[config.mk]
export PLATFORM = sky130hd
export DESIGN_NAME = fbr_reader
export DESIGN_NICKNAME = d
export VERILOG_FILES = /design/src/rtl/fbr_addr_gen.v /design/src/rtl/fbr_reader.v
export VERILOG_INCLUDE_DIRS = /design/src /design/src/rtl
export SDC_FILE = /design/constraint.sdc
export NUM_CORES = 1
export LEC_CHECK = 0
export BUFFER_PORTS_ARGS = -buffer_cell sky130_fd_sc_hd__buf_2
export CORE_ASPECT_RATIO = 1.1
export CORE_UTILIZATION = 53
export DETAILED_ROUTE_END_ITERATION = 10
export PLACE_DENSITY_LB_ADDON = 0.25
export SETUP_SLACK_MARGIN = 0.5
export SLEW_MARGIN = 20
export SYNTH_ARGS = -nofsm -noshare
export SYNTH_HDL_FRONTEND = slang
export SYNTH_HIERARCHICAL = 1
export SYNTH_SLANG_ARGS = --single-unit
export TNS_END_PERCENT = 20
[constraint.sdc]
create_clock -name clk -period 5.7 [get_ports clk]
set_clock_uncertainty 0.05 [all_clocks]
set_input_delay 0.285 -clock clk [delete_from_list [all_inputs] [get_ports clk]]
set_output_delay 0.285 -clock clk [all_outputs]
set_load 0.02 [all_outputs]
[src/rtl/fbr_consts.vh]
// constants shared by the frame buffer reader files
`ifndef FBR_CONSTS_VH
`define FBR_CONSTS_VH

// ----------------------------------------------------------------
// register byte offsets on the control slave
// ----------------------------------------------------------------
`define FBR_OFF_FRONT    4'h0
`define FBR_OFF_STANDBY  4'h4
`define FBR_OFF_DIMS     4'h8
`define FBR_OFF_STATE    4'hc

// ----------------------------------------------------------------
// field positions of frame_dimensions
// ----------------------------------------------------------------
`define FBR_DIM_X_LO     0
`define FBR_DIM_X_HI     15
`define FBR_DIM_Y_LO     16
`define FBR_DIM_Y_HI     31

// ----------------------------------------------------------------
// field positions of reader_state
// ----------------------------------------------------------------
`define FBR_ST_SWAP      0
`define FBR_ST_MODE      1
`define FBR_ST_BPP_LO    4
`define FBR_ST_BPP_HI    7
`define FBR_ST_XW_LO     16
`define FBR_ST_XW_HI     23
`define FBR_ST_YW_LO     24
`define FBR_ST_YW_HI     31

// ----------------------------------------------------------------
// reset values
// ----------------------------------------------------------------
`define FBR_RST_WORD     32'h0000_0000
`define FBR_RST_BIT      1'b0

// addressing mode codes in the state word
`define FBR_MODE_XY      1'b0
`define FBR_MODE_CONSEC  1'b1

`endif

[src/rtl/fbr_addr_gen.v]
// pixel address generator of the frame buffer reader
module fbr_addr_gen #(
    parameter BPP      = 2,   // bytes per pixel
    parameter X_BITS   = 10,  // horizontal coordinate width
    parameter Y_BITS   = 9,   // vertical coordinate width
    parameter PIX_BITS = 19   // linear pixel index width
) (
    input  wire [31:0]         base,
    input  wire [X_BITS-1:0]   x_idx,
    input  wire [Y_BITS-1:0]   y_idx,
    input  wire [PIX_BITS-1:0] lin_idx,
    input  wire                mode_consec,
    output wire [31:0]         pix_addr
);

    // ----------------------------------------------------------------
    // index forming
    // ----------------------------------------------------------------
    localparam [31:0] BPP_W = BPP;          // byte step per pixel

    wire [31:0] xy_index;                   // line index above x field
    wire [31:0] lin_index;                  // running pixel count
    wire [31:0] pix_index;                  // selected pixel index
    wire [31:0] byte_off;                   // index scaled to bytes

    // x-y form puts the line number just above the x coordinate
    assign xy_index  = {{(32-X_BITS-Y_BITS){1'b0}}, y_idx, x_idx};  // see (RQ17)
    assign lin_index = {{(32-PIX_BITS){1'b0}}, lin_idx};
    assign pix_index = mode_consec ? lin_index : xy_index;        // see (RQ2)

    // ----------------------------------------------------------------
    // byte scaling
    // ----------------------------------------------------------------
    // both modes step by the byte length of one pixel
    assign byte_off  = pix_index * BPP_W;                          // see (RQ2)
    assign pix_addr  = base + byte_off;                            // see (RQ17)

endmodule // fbr_addr_gen

[src/rtl/fbr_reader.v]
// frame buffer reader: fetches frames from memory and streams pixels
//
// Overview of operation
// (RQ1) fetch frame pixels, stream them out
// (RQ2) consecutive or x-y addressing, scaled by bytes
// (RQ3) front register shows current frame start
// (RQ4) standby register at 4 is read/write
// (RQ5) front write only requests swap, data ignored
// (RQ6) swap happens at the frame's last pixel
// (RQ7) state bit 0 shows swap pending
// (RQ8) dimensions at 8: width low, height high
// (RQ9) state bits 31-24: y coordinate width
// (RQ10) state bits 23-16: x coordinate width
// (RQ11) state bits 7-4: bytes per pixel
// (RQ12) state bit 1: 0 x-y, 1 consecutive
// (RQ13) software writes zero to reserved bits
// (RQ14) reset loads default buffer addresses
// (RQ15) size and colour format fixed at build
// (RQ16) software sets standby first, then front
// (RQ17) x-y address: line above x field, scaled
// (RQ18) first pixel sop, last eop, honour ready
`include "fbr_consts.vh"

module fbr_reader #(
    parameter        WIDTH         = 640,          // pixels per line
    parameter        HEIGHT        = 480,          // lines per frame
    parameter        BPP           = 2,            // bytes per pixel
    parameter        ADDR_CONSEC   = 1,            // 1 consecutive, 0 x-y
    parameter [31:0] FRONT_DEFAULT = 32'h0000_0000, // front start at reset
    parameter [31:0] BACK_DEFAULT  = 32'h0000_0000  // standby start at reset
) (
    input  wire             clk,
    input  wire             rst,
    // control slave
    input  wire [3:0]       avs_address,
    input  wire             avs_chipselect,
    input  wire             avs_read,
    input  wire             avs_write,
    input  wire [3:0]       avs_byteenable,
    input  wire [31:0]      avs_writedata,
    output reg  [31:0]      avs_readdata,
    // memory master
    output reg  [31:0]      avm_address,
    output reg              avm_read,
    input  wire [BPP*8-1:0] avm_readdata,
    input  wire             avm_readdatavalid,
    input  wire             avm_waitrequest,
    // pixel stream source
    output reg  [BPP*8-1:0] st_data,
    output reg              st_startofpacket,
    output reg              st_endofpacket,
    output reg              st_valid,
    input  wire             st_ready
);

    // ----------------
    // build-time geometry
    // ----------------
    // frame size and pixel format are fixed here, see (RQ15)
    localparam X_BITS   = $clog2(WIDTH);          // x coordinate width
    localparam Y_BITS   = $clog2(HEIGHT);         // y coordinate width
    localparam PIX_BITS = $clog2(WIDTH * HEIGHT); // linear index width

    localparam [31:0] WIDTH_W  = WIDTH;           // width as a word
    localparam [31:0] HEIGHT_W = HEIGHT;          // height as a word
    localparam [31:0] X_LAST   = WIDTH - 1;       // last x coordinate
    localparam [31:0] Y_LAST   = HEIGHT - 1;      // last line
    localparam [31:0] XW_W     = X_BITS;          // x width for state word
    localparam [31:0] YW_W     = Y_BITS;          // y width for state word
    localparam [31:0] BPP_W    = BPP;             // bytes per pixel word
    localparam        MODE_BIT = (ADDR_CONSEC != 0) ? `FBR_MODE_CONSEC : `FBR_MODE_XY;

    // ----------------
    // fetch states, one-hot
    // ----------------
    localparam [3:0] ST_ADDR  = 4'h1;  // load the next pixel address
    localparam [3:0] ST_FETCH = 4'h2;  // hold read until accepted
    localparam [3:0] ST_WAIT  = 4'h4;  // wait for the read data
    localparam [3:0] ST_SEND  = 4'h8;  // offer the pixel downstream

    // ----------------
    // declarations
    // ----------------
    reg  [3:0]          state_reg;      // fetch state
    reg  [3:0]          state_next;     // next fetch state
    reg  [31:0]         front_reg;      // start of frame on screen
    reg  [31:0]         back_reg;       // start of standby frame
    reg                 swap_pend_reg;  // exchange requested
    reg  [X_BITS-1:0]   x_reg;          // pixel within line
    reg  [Y_BITS-1:0]   y_reg;          // line within frame
    reg  [PIX_BITS-1:0] lin_reg;        // pixel within frame
    wire [31:0]         pix_addr;       // address of current pixel
    wire                sel_front;      // access to front register
    wire                sel_back;       // access to standby register
    wire                sel_dims;       // access to dimensions
    wire                sel_state;      // access to state word
    wire                wr_front;       // swap request strobe
    wire                wr_back;        // standby write strobe
    wire                rd_cyc;         // register read strobe
    wire                line_end;       // current pixel ends a line
    wire                frame_end;      // current pixel ends the frame
    wire                px_taken;       // pixel accepted downstream
    wire                swap_now;       // exchange performed this cycle
    wire [31:0]         dims_word;      // dimensions read value
    wire [31:0]         state_word;     // state read value
    wire [31:0]         back_wr_val;    // standby value after byte lanes
    reg  [31:0]         rd_mux;         // selected read value

    // ----------------
    // register decode
    // ----------------
    // word match on the byte address, low two bits ignored
    function hit;
        input [3:0] addr;
        input [3:0] off;
        begin
            hit = (addr[3:2] == off[3:2]);
        end
    endfunction

    assign sel_front = avs_chipselect & hit(avs_address, `FBR_OFF_FRONT);
    assign sel_back  = avs_chipselect & hit(avs_address, `FBR_OFF_STANDBY);
    assign sel_dims  = avs_chipselect & hit(avs_address, `FBR_OFF_DIMS);
    assign sel_state = avs_chipselect & hit(avs_address, `FBR_OFF_STATE);

    // any front write is a swap request whatever the data
    assign wr_front  = sel_front & avs_write;       // see (RQ5)
    assign wr_back   = sel_back & avs_write;        // see (RQ4)
    assign rd_cyc    = avs_chipselect & avs_read;

    // ----------------
    // frame position
    // ----------------
    assign line_end  = (x_reg == X_LAST[X_BITS-1:0]);
    assign frame_end = line_end & (y_reg == Y_LAST[Y_BITS-1:0]);
    assign px_taken  = (state_reg == ST_SEND) & st_ready;     // see (RQ18)
    // exchange only once the last pixel of the frame has gone out
    assign swap_now  = px_taken & frame_end & swap_pend_reg;  // see (RQ6)

    // ----------------
    // standby byte lanes
    // ----------------
    // each enabled lane takes the written byte, others keep theirs
    genvar lane;
    generate
        for (lane = 0; lane < 4; lane = lane + 1) begin : g_lane
            assign back_wr_val[lane*8 +: 8] = avs_byteenable[lane] ?
                avs_writedata[lane*8 +: 8] : back_reg[lane*8 +: 8];
        end
    endgenerate

    // ----------------
    // buffer address registers
    // ----------------
    // front is never loaded from the bus, only by the exchange
    always @(posedge clk or posedge rst) begin
        if (rst) begin
            front_reg <= FRONT_DEFAULT;             // see (RQ14)
            back_reg  <= BACK_DEFAULT;              // see (RQ14)
        end else begin
            if (swap_now) begin
                front_reg <= back_reg;              // see (RQ6)
            end
            if (wr_back) begin
                // a software write in the swap cycle wins the standby slot
                back_reg <= back_wr_val;            // see (RQ4)
            end else if (swap_now) begin
                back_reg <= front_reg;              // see (RQ6)
            end
        end
    end

    // ----------------
    // swap pending flag
    // ----------------
    // a request arriving in the swap cycle stays pending for next frame
    always @(posedge clk or posedge rst) begin
        if (rst) begin
            swap_pend_reg <= `FBR_RST_BIT;
        end else if (wr_front) begin
            swap_pend_reg <= 1'b1;                  // see (RQ7)
        end else if (swap_now) begin
            swap_pend_reg <= 1'b0;                  // see (RQ7)
        end
    end

    // ----------------
    // read values
    // ----------------
    // width in the low half, height in the high half
    assign dims_word[`FBR_DIM_X_HI:`FBR_DIM_X_LO] = WIDTH_W[15:0];   // see (RQ8)
    assign dims_word[`FBR_DIM_Y_HI:`FBR_DIM_Y_LO] = HEIGHT_W[15:0];  // see (RQ8)

    // reserved bits of the state word read as zero
    assign state_word[`FBR_ST_YW_HI:`FBR_ST_YW_LO]   = YW_W[7:0];    // see (RQ9)
    assign state_word[`FBR_ST_XW_HI:`FBR_ST_XW_LO]   = XW_W[7:0];    // see (RQ10)
    assign state_word[`FBR_ST_XW_LO-1:`FBR_ST_BPP_HI+1] = 8'h00;
    assign state_word[`FBR_ST_BPP_HI:`FBR_ST_BPP_LO] = BPP_W[3:0];   // see (RQ11)
    assign state_word[`FBR_ST_BPP_LO-1:`FBR_ST_MODE+1] = 2'h0;
    assign state_word[`FBR_ST_MODE]                  = MODE_BIT;     // see (RQ12)
    assign state_word[`FBR_ST_SWAP]                  = swap_pend_reg; // see (RQ7)

    // read selection
    always @* begin
        rd_mux = `FBR_RST_WORD;
        case (1'b1)
            sel_front: rd_mux = front_reg;          // see (RQ3)
            sel_back:  rd_mux = back_reg;           // see (RQ4)
            sel_dims:  rd_mux = dims_word;          // see (RQ8)
            sel_state: rd_mux = state_word;
            default:   rd_mux = `FBR_RST_WORD;
        endcase
    end

    // read data one cycle after the read strobe
    always @(posedge clk or posedge rst) begin
        if (rst) begin
            avs_readdata <= `FBR_RST_WORD;
        end else if (rd_cyc) begin
            avs_readdata <= rd_mux;
        end
    end

    // ----------------
    // pixel address
    // ----------------
    fbr_addr_gen #(
        .BPP      (BPP),
        .X_BITS   (X_BITS),
        .Y_BITS   (Y_BITS),
        .PIX_BITS (PIX_BITS)
    ) u_addr_gen (
        .base        (front_reg),
        .x_idx       (x_reg),
        .y_idx       (y_reg),
        .lin_idx     (lin_reg),
        .mode_consec (MODE_BIT),
        .pix_addr    (pix_addr)
    );

    // ----------------
    // fetch state machine
    // ----------------
    // one read in flight at a time, one pixel held for the stream
    always @* begin
        state_next = state_reg;
        case (state_reg)
            ST_ADDR: begin
                state_next = ST_FETCH;
            end
            ST_FETCH: begin
                // read stays up until the memory accepts it
                if (!avm_waitrequest) begin
                    state_next = ST_WAIT;           // see (RQ1)
                end
            end
            ST_WAIT: begin
                if (avm_readdatavalid) begin
                    state_next = ST_SEND;           // see (RQ1)
                end
            end
            ST_SEND: begin
                // stall here while downstream is not ready
                if (st_ready) begin
                    state_next = ST_ADDR;           // see (RQ18)
                end
            end
            default: begin
                state_next = ST_ADDR;
            end
        endcase
    end

    // state register
    always @(posedge clk or posedge rst) begin
        if (rst) begin
            state_reg <= ST_ADDR;
        end else begin
            state_reg <= state_next;
        end
    end

    // ----------------
    // memory master outputs
    // ----------------
    // address is captured once per pixel and held over the read
    always @(posedge clk or posedge rst) begin
        if (rst) begin
            avm_address <= `FBR_RST_WORD;
            avm_read    <= `FBR_RST_BIT;
        end else begin
            case (state_reg)
                ST_ADDR: begin
                    avm_address <= pix_addr;        // see (RQ2)
                    avm_read    <= 1'b1;            // see (RQ1)
                end
                ST_FETCH: begin
                    if (!avm_waitrequest) begin
                        avm_read <= 1'b0;
                    end
                end
                default: begin
                    avm_read <= 1'b0;
                end
            endcase
        end
    end

    // ----------------
    // pixel position counters
    // ----------------
    // advance only when the stream has taken the pixel
    always @(posedge clk or posedge rst) begin
        if (rst) begin
            x_reg   <= {X_BITS{1'b0}};
            y_reg   <= {Y_BITS{1'b0}};
            lin_reg <= {PIX_BITS{1'b0}};
        end else if (px_taken) begin
            if (frame_end) begin
                // wrap to the first pixel of the next frame
                x_reg   <= {X_BITS{1'b0}};
                y_reg   <= {Y_BITS{1'b0}};
                lin_reg <= {PIX_BITS{1'b0}};
            end else if (line_end) begin
                x_reg   <= {X_BITS{1'b0}};
                y_reg   <= y_reg + 1'b1;            // see (RQ17)
                lin_reg <= lin_reg + 1'b1;          // see (RQ2)
            end else begin
                x_reg   <= x_reg + 1'b1;
                lin_reg <= lin_reg + 1'b1;          // see (RQ2)
            end
        end
    end

    // ----------------
    // stream source outputs
    // ----------------
    // pixel and its frame marks are held until ready is seen
    always @(posedge clk or posedge rst) begin
        if (rst) begin
            st_data          <= {(BPP*8){1'b0}};
            st_startofpacket <= `FBR_RST_BIT;
            st_endofpacket   <= `FBR_RST_BIT;
            st_valid         <= `FBR_RST_BIT;
        end else begin
            if ((state_reg == ST_WAIT) && avm_readdatavalid) begin
                st_data          <= avm_readdata;                    // see (RQ1)
                st_startofpacket <= (x_reg == {X_BITS{1'b0}}) &
                                    (y_reg == {Y_BITS{1'b0}});       // see (RQ18)
                st_endofpacket   <= frame_end;                       // see (RQ18)
                st_valid         <= 1'b1;
            end else if (px_taken) begin
                st_valid         <= 1'b0;                            // see (RQ18)
                st_startofpacket <= 1'b0;
                st_endofpacket   <= 1'b0;
            end
        end
    end

endmodule // fbr_reader

### Yosys cells after proc, flatten, opt, wreduce, memory -nomap -nowiden

Index checks and enable logic that the tools add are counted.

* flip-flop bits (word level): 191
* bits of input ports: 64
* output and inout bits: 84
* word-level logic and storage cells: 90

* add/sub/neg operators: 4
* equal/unequal tests: 16
* multiplexer cells: 27
* bitwise gates (word level): 12
* reduce and logical (&&, ||, !) cells: 14

Operators by type and width (number)
* two-way mux 32 bit: 4
* two-way mux 28 bit: 2
* adder 32 x 20 -> 32 bit: 1
* two-way mux 8 bit: 4
* two-way mux 10 bit: 2
* adder 19 x 1 -> 19 bit (second input constant): 1
* two-way mux 19 bit: 1
* two-way mux 9 bit: 2
* one-hot mux 4 bit (4 select lines): 1
* != test 2 bit (second input constant): 7
* bitwise AND 1 bit: 12
* two-way mux 4 bit: 3
* adder 10 x 1 -> 10 bit (second input constant): 1
* equality test 10 bit (second input constant): 1
* logical NOT 10 bit: 1
* AND reduction 2 bit: 5
* adder 9 x 1 -> 9 bit (second input constant): 1
* equality test 9 bit (second input constant): 1
* logical NOT 9 bit: 1
* nonzero test 2 bit: 4
* two-way mux 1 bit: 7
* equality test 2 bit (second input constant): 2
* equality test 4 x 1 -> 1 bit (second input constant): 1
* equality test 4 x 2 -> 1 bit (second input constant): 1
* other kinds (7): 7

### Logic depth before layout (Yosys ltp)

Gate-level depths: netlist of the first run.

* depth in word-level cells: 6
* mapped depth: 12
* gate-level depth less buffers: 10

### Hierarchy

The synthesis of the first run kept the hierarchy.

By module, submodules not included
* fbr_reader: instances 1, cells an instance 888, area each 9207.6 µm², sequential area each 4780.8 µm²
* fbr_addr_gen: instances 1, cells an instance 214, area each 1577.8 µm², sequential area each 0.0 µm²

### Worst setup path before layout of the first run

OpenSTA, ideal clock, no wires.

* path type: flip-flop to flip-flop
* start: reg lin_reg[0]
* end: reg avm_address[29]
* data arrival time: 2.611 ns
* data required time: 5.525 ns
* setup slack: 2.914 ns
* stages on the path, launching flop included: 11
* clock period less this slack: 2.786 ns
* cells stage by stage: dfrtp_1 mux2_2 ha_1 fa_1 a21oi_2 o21ai_2 a21oi_1 a41oi_2 a41oi_2 xnor2_1 mux2_2

* cells in the longest elaborated chain, start to end: 1

RTL lines
* from (decl): RTL line fbr_reader.v:91 `reg [PIX_BITS-1:0] lin_reg;`
* from (signal assigned): RTL line fbr_reader.v:317 `lin_reg <= {PIX_BITS{1'b0}};`
* from (signal assigned): RTL line fbr_reader.v:323 `lin_reg <= {PIX_BITS{1'b0}};`
* from (signal assigned): RTL line fbr_reader.v:327 `lin_reg <= lin_reg + 1'b1;`
* adder 32 x 20 -> 32 bit: RTL line fbr_addr_gen.v:36 `assign pix_addr = base + byte_off;`
* named net pix_addr[29]: RTL line fbr_reader.v:92 `wire [31:0] pix_addr;`
* to (signal assigned): RTL line fbr_reader.v:289 `` avm_address <= `FBR_RST_WORD; ``
* to (signal assigned): RTL line fbr_reader.v:294 `avm_address <= pix_addr;`
* to (decl): RTL line fbr_reader.v:43 `output reg [31:0] avm_address,`

The timed path passes the listed nets, and every way through them passes these cells.
A chain may end at the register's enable or synchronous reset.

### Worst setup path after layout of the first run

* start: reg lin_reg[0]
* end: reg avm_address[25]

Same word-level chain as after synthesis.

==> out/metrics.yaml, run 1 <==
detailed_routing:
  route.vias.total: 8927
  dr.first_iter.drc_count: 689
  vias_per_cell: 6.10
  detail_route.first_pass.iterations: 5
  postRouteAntennaNets: 0
  wirelength_um: 27000
  routed_wire_length_per_instance_um: 18.5
  detail_route.drc_violations: 0
min_path:
  min_from: "avm_readdata[5]"
  min_path_cells: 2
  timing.hold.worst_endpoint: "st_data[5]"
  worst_hold_path_type: "input port to flip-flop"
floorplanning:
  die_area_sq_um: 20900
  row_count: 54
  floorplan.core_area_sq_um: 19900
  ios: 148
  die_width_um: 138
  initial_core_util_pct: 54.3
  chipHeight_um: 152
global_route:
  first_global_vias: 8244
  first_pass_grt_wire_length_um: 43500
  grt_ovf: 0
  gr-usage-all-layers_pct: 26.3
  grt_start_max_net_pins: 98
  number_of_antenna_violations_at_the_first_check_in_global_routing: 0
setup_path:
  cp_common_cell: "mux2_2"
  critPathKind: "flip-flop to flip-flop"
  startpoint_type: "flip-flop"
  worstReg2RegEnd: "avm_address[25]"
  reg2reg_start: "lin_reg[0]"
  required_ns: 5.98
  rr_worst_depth: 10
  critical_path.max_stage_delay_ns: 0.48
  critPathCaptureType: "flip-flop"
  slowest_cell_on_crit_path: "dfrtp_1"
  worstPathArrival_ns: 3.48
  reg2reg_slack_ns: 2.50
  crit_chain: "mux2_2 -> ha_1 -> fa_1 -> a21oi_2 -> o21ai_2 -> a21oi_1 -> a41oi_2 -> a32oi_1 -> xnor2_1 -> mux2_2"
  crit_path_max_fanout: 7
power:
  max-vdd-ir-drop_mv: 0.287
  power.static_leakage_uw: 0.00585
  powerDensity_nw_per_um2: 290
clock_tree:
  cts_inserted_buffers: 17
  clock-sinks: 191
  h-tree-depth: 4
  cts.repair.resized: 0
  tritoncts: "done"
  clk-insertion-delay-late_ns: 0.45
  ctsRootBufferMaster: "clkbuf_16"
  clk_path_buf_depth: 2
  post_cts_buffers: 0
  clk_transition_reported_paths_ns: 0.08
synth:
  synth.ff_latch_count: 191
  synth_cell_types: 75
  synth_edf_count: 0
  synth_warnings: 6
  synth.top_cells.by_area: "dfrtp_1, mux2_2, nand2_1"
  synth_area_per_cell_sq_um: 9.79
  synth_async_sr_flop_share_pct: 100
  synth.net_count: 1191
  syn_inst: 1102
  seq_total_area_yosys_pct: 44.3
  postSynth.topFlopCell: "dfrtp_1"
  post-synth-top-area-cell: "dfrtp_1"
  commonest_cells_post_synth: "dfrtp_1, nand2_1, mux2_2"
  synth_most_common_cell: "dfrtp_1"
  synth_area_sq_um: 10800
  synth.top_cell.area_share_pct: 44.1
sta:
  report.final.hold_viol_count: 0
  slew_headroom_pct: 24.4
  setup_tns_ns: 0
  worstMarginPinSlew_ns: 1.13
  final-setup-viol-count: 0
  rsz0062_at_grt: "false"
  timing.final.max_slew_violations: 0
  upper_clock_frequency_limit_mhz: 313
  layout_min_cycle_time_ns: 3.20
  finalCritPeriodShare_pct: 56.1
finish:
  post_layout_inst_area_sq_um: 12100
  nets_finish: 1287
  areaGrowthSynthToFinish_pct: 12.6
  num_antenna_cells: 0
  final_layout_size_suffix_gt1_share_pct: 25.9
place:
  dp.final_hpwl_um: 18400
  postPlaceCellArea_sq_um: 11500
  placer_congestion_estimate: 0.886
  place.port_buffers: 145
status:
  outcome: "complete, no violations"
flow_run:
  max_cap_viol_count: 0
## worst max-delay path, delay by kind of cell, from the launching register on
family,cells,cell delay (ns)
fa+ha+maj,2,0.65
compound gates,5,1.24
flops,1,0.48
mux,2,0.57
xor+xnor,1,0.09
## power breakdown
part	leakage, uW	switching (uW)	internal [uW]	total [uW]
registers	0.00257	142	1510	1650
logic	0.00299	394	293	687
clock network	0.000282	597	589	1190
total	0.00585	1130	2390	3520
## area by class of cell
class,instances,area [sq um]
repair buffers,151,786
well taps,252,315
flip-flops and latches,191,4780
multi-input cells,819,5600
clock buffers,17,425
clock inverters,15,161
fillers,1673,7720
inverters,18,71.3
## worst max path at each step
| stage | startpoint | end | slack (ns) | cells after the start |
|---|---|---|---|---|
| final | lin_reg[0] | avm_address[25] | 2.50 | 10 |
| after CTS | lin_reg[0] | avm_address[25] | 2.55 | 10 |
| after floorplan | rst | avm_address[0] | 2.90 | 1 |
| after detailed placement | lin_reg[0] | avm_address[25] | 2.58 | 10 |
| after global placement | lin_reg[0] | avm_address[29] | 2.61 | 10 |
| after global routing | lin_reg[0] | avm_address[25] | 2.35 | 10 |
## layout by cell type (no fill, tap or decap), drive strengths merged, types with 11 or more instances in the layout
cell,netlist,routed
nor2,36,36
xnor2,30,30
nand3,18,18
dfrtp,190,190
clkbuf,39,17
nand2,145,145
o211ai,37,37
a21oi,78,78
xor2,14,14
a22oi,22,22
nand4,21,21
a31oi,33,33
mux2,99,99
o21ai,70,70
buf,35,150
nand2b,36,36
nor3,11,11
and3,41,41
ha,24,24
inv,18,27
## metal layers
metal	vias to the layer above	routed length, um	global-route usage [%]
met5	-	0	0
met4	0	624	10.4
met3	50	2200	6.69
met2	360	12000	39.8
met1	4324	12200	36.2
li1	4193	-	-
## cell families after synthesis
group	synth area share (%)
AO/OA/AOI/OAI	16.0
XOR/XNOR	3.57
adder cells (fa/ha/maj)	2.97
buffers and inverters	3.97
flip-flops	44.3
multiplexers	11.0
other	0.0348
AND/OR/NAND/NOR	18.2
## per-stage QoR
stage	utilization (%)	worst slack (ns)	std cells	power, uW	hold WS [ns]
after CTS	61.1	2.55	1463	3550	0.000651
after detailed placement	58.1	2.58	1430	2360	0.355
after global routing	61.1	2.35	1463	3690	0.00211
after global placement	58.1	2.61	1430	2340	0.361
after floorplan	-	2.90	1102	2150	0.352
final	61.1	2.50	1463	3520	0.00867
## timing repair
| action | in CTS | in global routing |
|---|---|---|
| setup endpoints to repair | 0 | 0 |
| hold endpoints to repair | 26 | 0 |
| hold buffers | 1 | 0 |
(Power assumes the default switching activity.)
==> inputs of run 2 (changes only) <==
==> constraint.sdc (replaced) <==
create_clock -name clk -period 2.83 [get_ports clk]
set_clock_uncertainty 0.05 [all_clocks]
set_input_delay 0.1415 -clock clk [delete_from_list [all_inputs] [get_ports clk]]
set_output_delay 0.1415 -clock clk [all_outputs]
set_load 0.02 [all_outputs]
==> run 2 against run 1 <==
Net effect: global-route usage is 1.9 points higher; largest power group unchanged; critical path type unchanged; die area stayed put; largest cell class unchanged; clock power is 120% higher; sequential share of layout area is 3.0 points lower; hold slack better by 0.028 ns; power is 110% higher; utilization is 5.0 points higher.
==> out/metrics.yaml, run 2 (synthesis gave the netlist of run 1 again) <==
place:
  dpl_worst_slack_ns: 0.0242  # was 2.58 ns
  dp.final_hpwl_um: 19400  # was 18400 um
  placer_congestion_estimate: 0.890  # was 0.886
  place.port_buffers: 145  # unchanged
  postPlaceCellArea_sq_um: 11900  # was 11500 sq um
global_route:
  first_global_vias: 8839  # was 8244
  gr-usage-all-layers_pct: 28.2  # was 26.3%
  number_of_antenna_violations_at_the_first_check_in_global_routing: 1  # was 0
  grt_ovf: 0  # unchanged
  first_pass_grt_wire_length_um: 46800  # was 43500 um
  grt_start_max_net_pins: 97  # was 98
min_path:
  min_from: "avs_writedata[23]"  # was avm_readdata[5]
  timing.hold.worst_endpoint: "back_reg[23]"  # was st_data[5]
  worst_hold_path_type: "input port to flip-flop"  # unchanged
  min_path_cells: 5  # was 2
sta:
  setup_tns_ns: 0  # unchanged
  timing.final.max_slew_violations: 0  # unchanged
  report.final.hold_viol_count: 0  # unchanged
  finalCritPeriodShare_pct: 96.7  # was 56.1%
  slew_headroom_pct: 34.5  # was 24.4%
  final-setup-viol-count: 0  # unchanged
  final_critical_path_setup_slack_ns: 0.0922  # was 2.50 ns
  worstMarginPinSlew_ns: 0.980  # was 1.13 ns
  layout_min_cycle_time_ns: 2.74  # was 3.20 ns
  upper_clock_frequency_limit_mhz: 365  # was 313 MHz
  rsz0062_at_grt: "true"  # was false
finish:
  regArea_sq_um: 4780  # about the same
  nets_finish: 1354  # was 1287
  areaGrowthSynthToFinish_pct: 21.8  # was 12.6%
  filler_cell_count: 1587  # was 1673
  post_layout_inst_area_sq_um: 13100  # was 12100 sq um
  num_antenna_cells: 0  # unchanged
  layout.cells.most_common: "dfrtp_1"  # unchanged
  multi_input_logic_area_sq_um: 5940  # was 5600 sq um
  final_layout_size_suffix_gt1_share_pct: 31.0  # was 25.9%
  layout.cells.most_common_list: "dfrtp_1, buf_2, nand2_1, mux2_2, a21oi_1"  # unchanged
power:
  power.static_leakage_uw: 0.00623  # was 0.00585 uW
  fin_total_pwr_uw: 7430  # was 3520 uW
  powerDensity_nw_per_um2: 566  # was 290 nW/um^2
  max-vdd-ir-drop_mv: 0.480  # was 0.287 mV
floorplanning:
  initial_core_util_pct: 54.3  # unchanged
  die_width_um: 138  # unchanged
  row_count: 54  # unchanged
  ios: 148  # unchanged
  chipHeight_um: 152  # unchanged
  die_area_sq_um: 20900  # unchanged
  floorplan.core_area_sq_um: 19900  # unchanged
setup_path:
  timing.critical_path.max_delay_family: "simple AND/OR/NAND/NOR gates"  # was compound AO/OA/AOI/OAI gates
  critical_path.max_stage_delay_ns: 0.42  # was 0.48 ns
  rr_worst_depth: 9  # was 10
  cp_common_cell: "mux2_2"  # unchanged
  reg2reg_slack_ns: 0.09  # was 2.50 ns
  crit_path_max_fanout: 5  # was 7
  worstReg2RegEnd: "avm_address[31]"  # was avm_address[25]
  critical_path_buf_inv_count: 0  # unchanged
  critPathCaptureType: "flip-flop"  # unchanged
  startpoint_type: "flip-flop"  # unchanged
  slowest_cell_on_crit_path: "dfrtp_1"  # unchanged
  critPathKind: "flip-flop to flip-flop"  # unchanged
  worstPathArrival_ns: 3.01  # was 3.48 ns
  required_ns: 3.10  # was 5.98 ns
  crit_chain: "mux2_2 -> ha_4 -> nand2_1 -> nor2_1 -> and2_2 -> or3b_4 -> a311o_1 -> xnor2_1 -> mux2_2"  # was mux2_2 -> ha_1 -> fa_1 -> a21oi_2 -> o21ai_2 -> a21oi_1 -> a41oi_2 -> a32oi_1 -> xnor2_1 -> mux2_2
  reg2reg_start: "lin_reg[14]"  # was lin_reg[0]
clock_tree:
  clock-sinks: 191  # unchanged
  clk_path_buf_depth: 2  # unchanged
  h-tree-depth: 4  # unchanged
  tritoncts: "done"  # unchanged
  cts_inserted_buffers: 17  # unchanged
  ctsRootBufferMaster: "clkbuf_16"  # unchanged
  clk-insertion-delay-late_ns: 0.44  # was 0.45 ns
  clk_transition_reported_paths_ns: 0.08  # about the same
status:
  outcome: "complete, no violations"  # unchanged
detailed_routing:
  wirelength_um: 29400  # was 27000 um
  postRouteAntennaNets: 0  # unchanged
  vias_per_cell: 6.08  # was 6.10
  route.vias.total: 9308  # was 8927
  routed_wire_length_per_instance_um: 19.2  # was 18.5 um
  detail_route.first_pass.iterations: 5  # unchanged
  detail_route.drc_violations: 0  # unchanged
  dr.first_iter.drc_count: 792  # was 689
flow_run:
  max_cap_viol_count: 0  # unchanged
## run 2: cell type report
class,instances,share of cell area (%)
clock inverter,13,1.55
clock buffer,19,3.30
tap,252,2.40
timing repair buffer,218,10.6
sequential,191,36.4
inverter,18,0.543
multi-input combinational,819,45.3
## run 2: report_power, final
| group | internal, uW | leakage (uW) | switching, uW |
|---|---|---|---|
| logic | 646 | 0.00336 | 832 |
| registers | 3030 | 0.00257 | 281 |
| clock network | 1500 | 0.000302 | 1140 |
| total | 5180 | 0.00623 | 2250 |
## run 2: repair_timing
action / in CTS / in global routing
endpoints found under the setup margin: 22 / 56
resized for setup: 31 / 22
hold buffers: 20 / 0
endpoints found under the hold margin: 35 / 0
pin swaps: 17 / 9
buffers inserted: 6 / 4
## run 2: worst reg2reg max path, stage by stage (launching register included)
cell and delay [ns]:
dfrtp_1 0.42, mux2_2 0.32, ha_4 0.32, nand2_1 0.08, nor2_1 0.14, and2_2 0.18
or3b_4 0.38, a311o_1 0.34, xnor2_1 0.13, mux2_2 0.27
## run 2: worst max-delay path by stage
stage                 from               to  slack (ns)  cells after the start
2_1_floorplan          rst   avm_address[0]        0.18                      1
3_3_place_gp    lin_reg[3]  avm_address[31]        0.12                      9
3_5_place_dp    lin_reg[0]  avm_address[19]        0.02                     10
4_1_cts         lin_reg[6]  avm_address[31]        0.11                      8
5_1_grt         lin_reg[0]  avm_address[31]       0.002                     10
6_report       lin_reg[14]  avm_address[31]        0.09                      9
## run 2: layer usage
layer | share of wire [%] | wire length (um) | GRT usage, %
met4 | 1.8 | 539 | 9.12
met1 | 44 | 13000 | 38.6
met5 | 0 | 0 | 0
met3 | 7.0 | 2050 | 4.71
met2 | 47 | 13800 | 45.8
## run 2: metrics by stage
stage | cells | utilization [%] | hold WS, ns
floorplan | 1102 | - | 0.208
global placement | 1468 | 59.9 | 0.177
detailed placement | 1468 | 59.9 | 0.174
CTS | 1526 | 65.5 | 0.0377
global route | 1530 | 66.1 | 0.0579
finish | 1530 | 66.1 | 0.0365
==> inputs of run 3 (changes only) <==
--- a/config.mk
+++ b/config.mk
@@ -7,8 +7,10 @@
 export NUM_CORES = 1
 export LEC_CHECK = 0
 export BUFFER_PORTS_ARGS = -buffer_cell sky130_fd_sc_hd__buf_2
+export CELL_PAD_IN_SITES_DETAIL_PLACEMENT = 1
+export CELL_PAD_IN_SITES_GLOBAL_PLACEMENT = 2
 export CORE_ASPECT_RATIO = 1.1
-export CORE_UTILIZATION = 53
+export CORE_UTILIZATION = 33
 export DETAILED_ROUTE_END_ITERATION = 10
 export PLACE_DENSITY_LB_ADDON = 0.25
 export SETUP_SLACK_MARGIN = 0.5
==> run 3 against run 2 <==
Net effect: power down 2.9%; global-route usage down 7.5 points; sequential power about the same; largest power group unchanged.
==> out/metrics.yaml, run 3 (synthesis gave the netlist of run 1 again) <==
detailed_routing:
  dr.first_iter.drc_count: 416  # was 792
  wirelength_um: 33700  # was 29400 um
  vias_per_cell: 5.29  # was 6.08
  postRouteAntennaNets: 0  # unchanged
  routed_wire_length_per_instance_um: 19.4  # was 19.2 um
  detail_route.first_pass.iterations: 4  # was 5
  detail_route.drc_violations: 0  # unchanged
  route.vias.total: 9189  # was 9308
clock_tree:
  clock-sinks: 191  # unchanged
  tritoncts: "done"  # unchanged
  clk_transition_reported_paths_ns: 0.08  # about the same
  h-tree-depth: 4  # unchanged
  ctsRootBufferMaster: "clkbuf_16"  # unchanged
  clk_path_buf_depth: 2  # unchanged
  clk-insertion-delay-late_ns: 0.45  # was 0.44 ns
  cts_inserted_buffers: 17  # unchanged
power:
  max-vdd-ir-drop_mv: 0.551  # was 0.480 mV
  power_frac_seq_pct: 45.5  # was 44.6%
  p_comb_share_pct: 21.4  # was 19.9%
  clkPwrFrac_pct: 33.1  # was 35.5%
  power_report.internal_total_uw: 4880  # was 5180 uW
  switching_share_pct: 32.4  # was 30.3%
  p_sw_uw: 2340  # was 2250 uW
  power.static_leakage_uw: 0.00642  # was 0.00623 uW
  powerDensity_nw_per_um2: 533  # was 566 nW/um^2
  fin_total_pwr_uw: 7220  # was 7430 uW
min_path:
  min_path_cells: 5  # unchanged
  worst_hold_path_type: "input port to flip-flop"  # unchanged
  min_from: "avs_writedata[20]"  # was avs_writedata[23]
  timing.hold.worst_endpoint: "back_reg[20]"  # was back_reg[23]
sta:
  finalCritPeriodShare_pct: 97.1  # was 96.7%
  worstMarginPinSlew_ns: 0.995  # was 0.980 ns
  report.final.hold_viol_count: 0  # unchanged
  layout_min_cycle_time_ns: 2.75  # was 2.74 ns
  final-setup-viol-count: 0  # unchanged
  slew_headroom_pct: 33.5  # was 34.5%
  upper_clock_frequency_limit_mhz: 364  # was 365 MHz
  rsz0062_at_grt: "true"  # unchanged
  final_critical_path_setup_slack_ns: 0.0816  # was 0.0922 ns
  timing.final.max_slew_violations: 0  # unchanged
global_route:
  grt_ovf: 0  # unchanged
  gr-usage-all-layers_pct: 20.7  # was 28.2%
  number_of_antenna_violations_at_the_first_check_in_global_routing: 0  # was 1
  first_pass_grt_wire_length_um: 54200  # was 46800 um
  first_global_vias: 9604  # was 8839
  grt_start_max_net_pins: 97  # unchanged
setup_path:
  critPathKind: "flip-flop to flip-flop"  # unchanged
  crit_chain: "mux2_4 -> ha_4 -> fa_2 -> a21oi_4 -> o21ai_4 -> a311oi_4 -> or3b_4 -> a311o_1 -> xnor2_1 -> mux2_4"  # was mux2_2 -> ha_4 -> nand2_1 -> nor2_1 -> and2_2 -> or3b_4 -> a311o_1 -> xnor2_1 -> mux2_2
  reg2reg_slack_ns: 0.08  # was 0.09 ns
  rr_worst_depth: 10  # was 9
  worstReg2RegEnd: "avm_address[31]"  # unchanged
  crit_path_max_fanout: 3  # was 5
  reg2reg_start: "lin_reg[0]"  # was lin_reg[14]
  slowest_cell_on_crit_path: "a311oi_4"  # was dfrtp_1
  critPathCaptureType: "flip-flop"  # unchanged
  required_ns: 3.11  # was 3.10 ns
  startpoint_type: "flip-flop"  # unchanged
  critical_path.max_stage_delay_ns: 0.39  # was 0.42 ns
  cp-startpoint: "lin_reg[0]"  # was lin_reg[14]
  cp_common_cell: "mux2_4"  # was mux2_2
  worstPathArrival_ns: 3.03  # was 3.01 ns
flow_run:
  max_cap_viol_count: 0  # unchanged
finish:
  nets_finish: 1388  # was 1354
  regArea_sq_um: 4780  # about the same
  layout.cells.most_common_list: "dfrtp_1, buf_2, nand2_1, mux2_2, buf_4"  # was dfrtp_1, buf_2, nand2_1, mux2_2, a21oi_1
  multi_input_logic_area_sq_um: 5910  # was 5940 sq um
  filler_cell_count: 3667  # was 1587
  areaGrowthSynthToFinish_pct: 25.6  # was 21.8%
  layout.cells.most_common: "dfrtp_1"  # unchanged
  post_layout_inst_area_sq_um: 13500  # was 13100 sq um
  num_antenna_cells: 0  # unchanged
  final_core_util_pct: 42.1  # was 66.1%
  fin_cells: 1738  # was 1530
  final_layout_size_suffix_gt1_share_pct: 32.5  # was 31.0%
floorplanning:
  ios: 148  # unchanged
  chipHeight_um: 192  # was 152 um
  row_count: 69  # was 54
  die_width_um: 174  # was 138 um
  initial_core_util_pct: 33.5  # was 54.3%
  floorplan.core_area_sq_um: 32200  # was 19900 sq um
  die_area_sq_um: 33400  # was 20900 sq um
place:
  dpl_worst_slack_ns: 0.00674  # was 0.0242 ns
  dp.final_hpwl_um: 23400  # was 19400 um
  dp.cells: 1666  # was 1468
  placer_congestion_estimate: 0.850  # was 0.890
  postPlaceCellArea_sq_um: 12300  # was 11900 sq um
  place.port_buffers: 145  # unchanged
status:
  outcome: "complete, no violations"  # unchanged
## run 3: cell types whose count changed in the layout (fill, tap and decap cells not counted), sizes merged
cell | before | now
buf | 198 | 232
bufinv | 4 | 0
clkinv | 3 | 4
inv | 21 | 24
## run 3: metrics by stage
step | hold slack (ns) | setup TNS [ns]
floorplan | 0.208 | 0
global placement | 0.00921 | 0
detailed placement | 0.00403 | 0
CTS | 0.000536 | 0
global route | 0.0515 | -0.000273
finish | 0.0197 | 0
## run 3: area by class of cell
cell class | count | area share [%]
clock inverter | 13 | 0.896
clock buffer | 19 | 3.27
inverter | 18 | 0.527
timing repair buffer | 252 | 12.4
tap | 426 | 3.94
multi-input combinational | 819 | 43.6
sequential | 191 | 35.3
## run 3: power groups by stage
| stage | combinational, uW | clock, uW | sequential, uW |
|---|---|---|---|
| 3_5_place_dp | 1530 | 0 | 3340 |
| 4_1_cts | 1570 | 2490 | 3290 |
| 6_report | 1540 | 2390 | 3280 |
| 5_1_grt | 1700 | 2560 | 3340 |
| 2_1_floorplan | 868 | 0 | 3470 |
| 3_3_place_gp | 1500 | 0 | 3320 |
## run 3: worst max-delay path by stage
stage          slack [ns]              end
2_1_floorplan        0.18   avm_address[0]
3_3_place_gp         0.04  avm_address[31]
3_5_place_dp        0.007  avm_address[31]
4_1_cts              0.10  avm_address[31]
5_1_grt           -0.0003  avm_address[31]
6_report             0.08  avm_address[31]
## run 3: layer usage
layer	GRT usage [%]	vias to the layer above	share of wire, %
met4	5.70	0	1.4
met2	33.8	175	48
met3	3.03	30	4.1
met5	0	-	0
li1	-	4375	-
met1	28.5	4609	47
## run 3: worst max-delay path, delay by kind of cell, from the launching register on
family	cells	cell delay (ns)
flip-flops	1	0.38
AND/OR/NAND/NOR	1	0.20
adder cells (fa/ha/maj)	2	0.52
AO/OA/AOI/OAI	4	0.88
XOR/XNOR	1	0.08
multiplexers	2	0.52
## run 3: timing repair
action | in CTS | in global routing
resized for setup | 33 | 16
hold endpoints to repair | 178 | 0
pin swaps | 18 | 21
setup buffers | 8 | 12
hold buffers | 20 | 0
setup endpoints to repair | 57 | 66
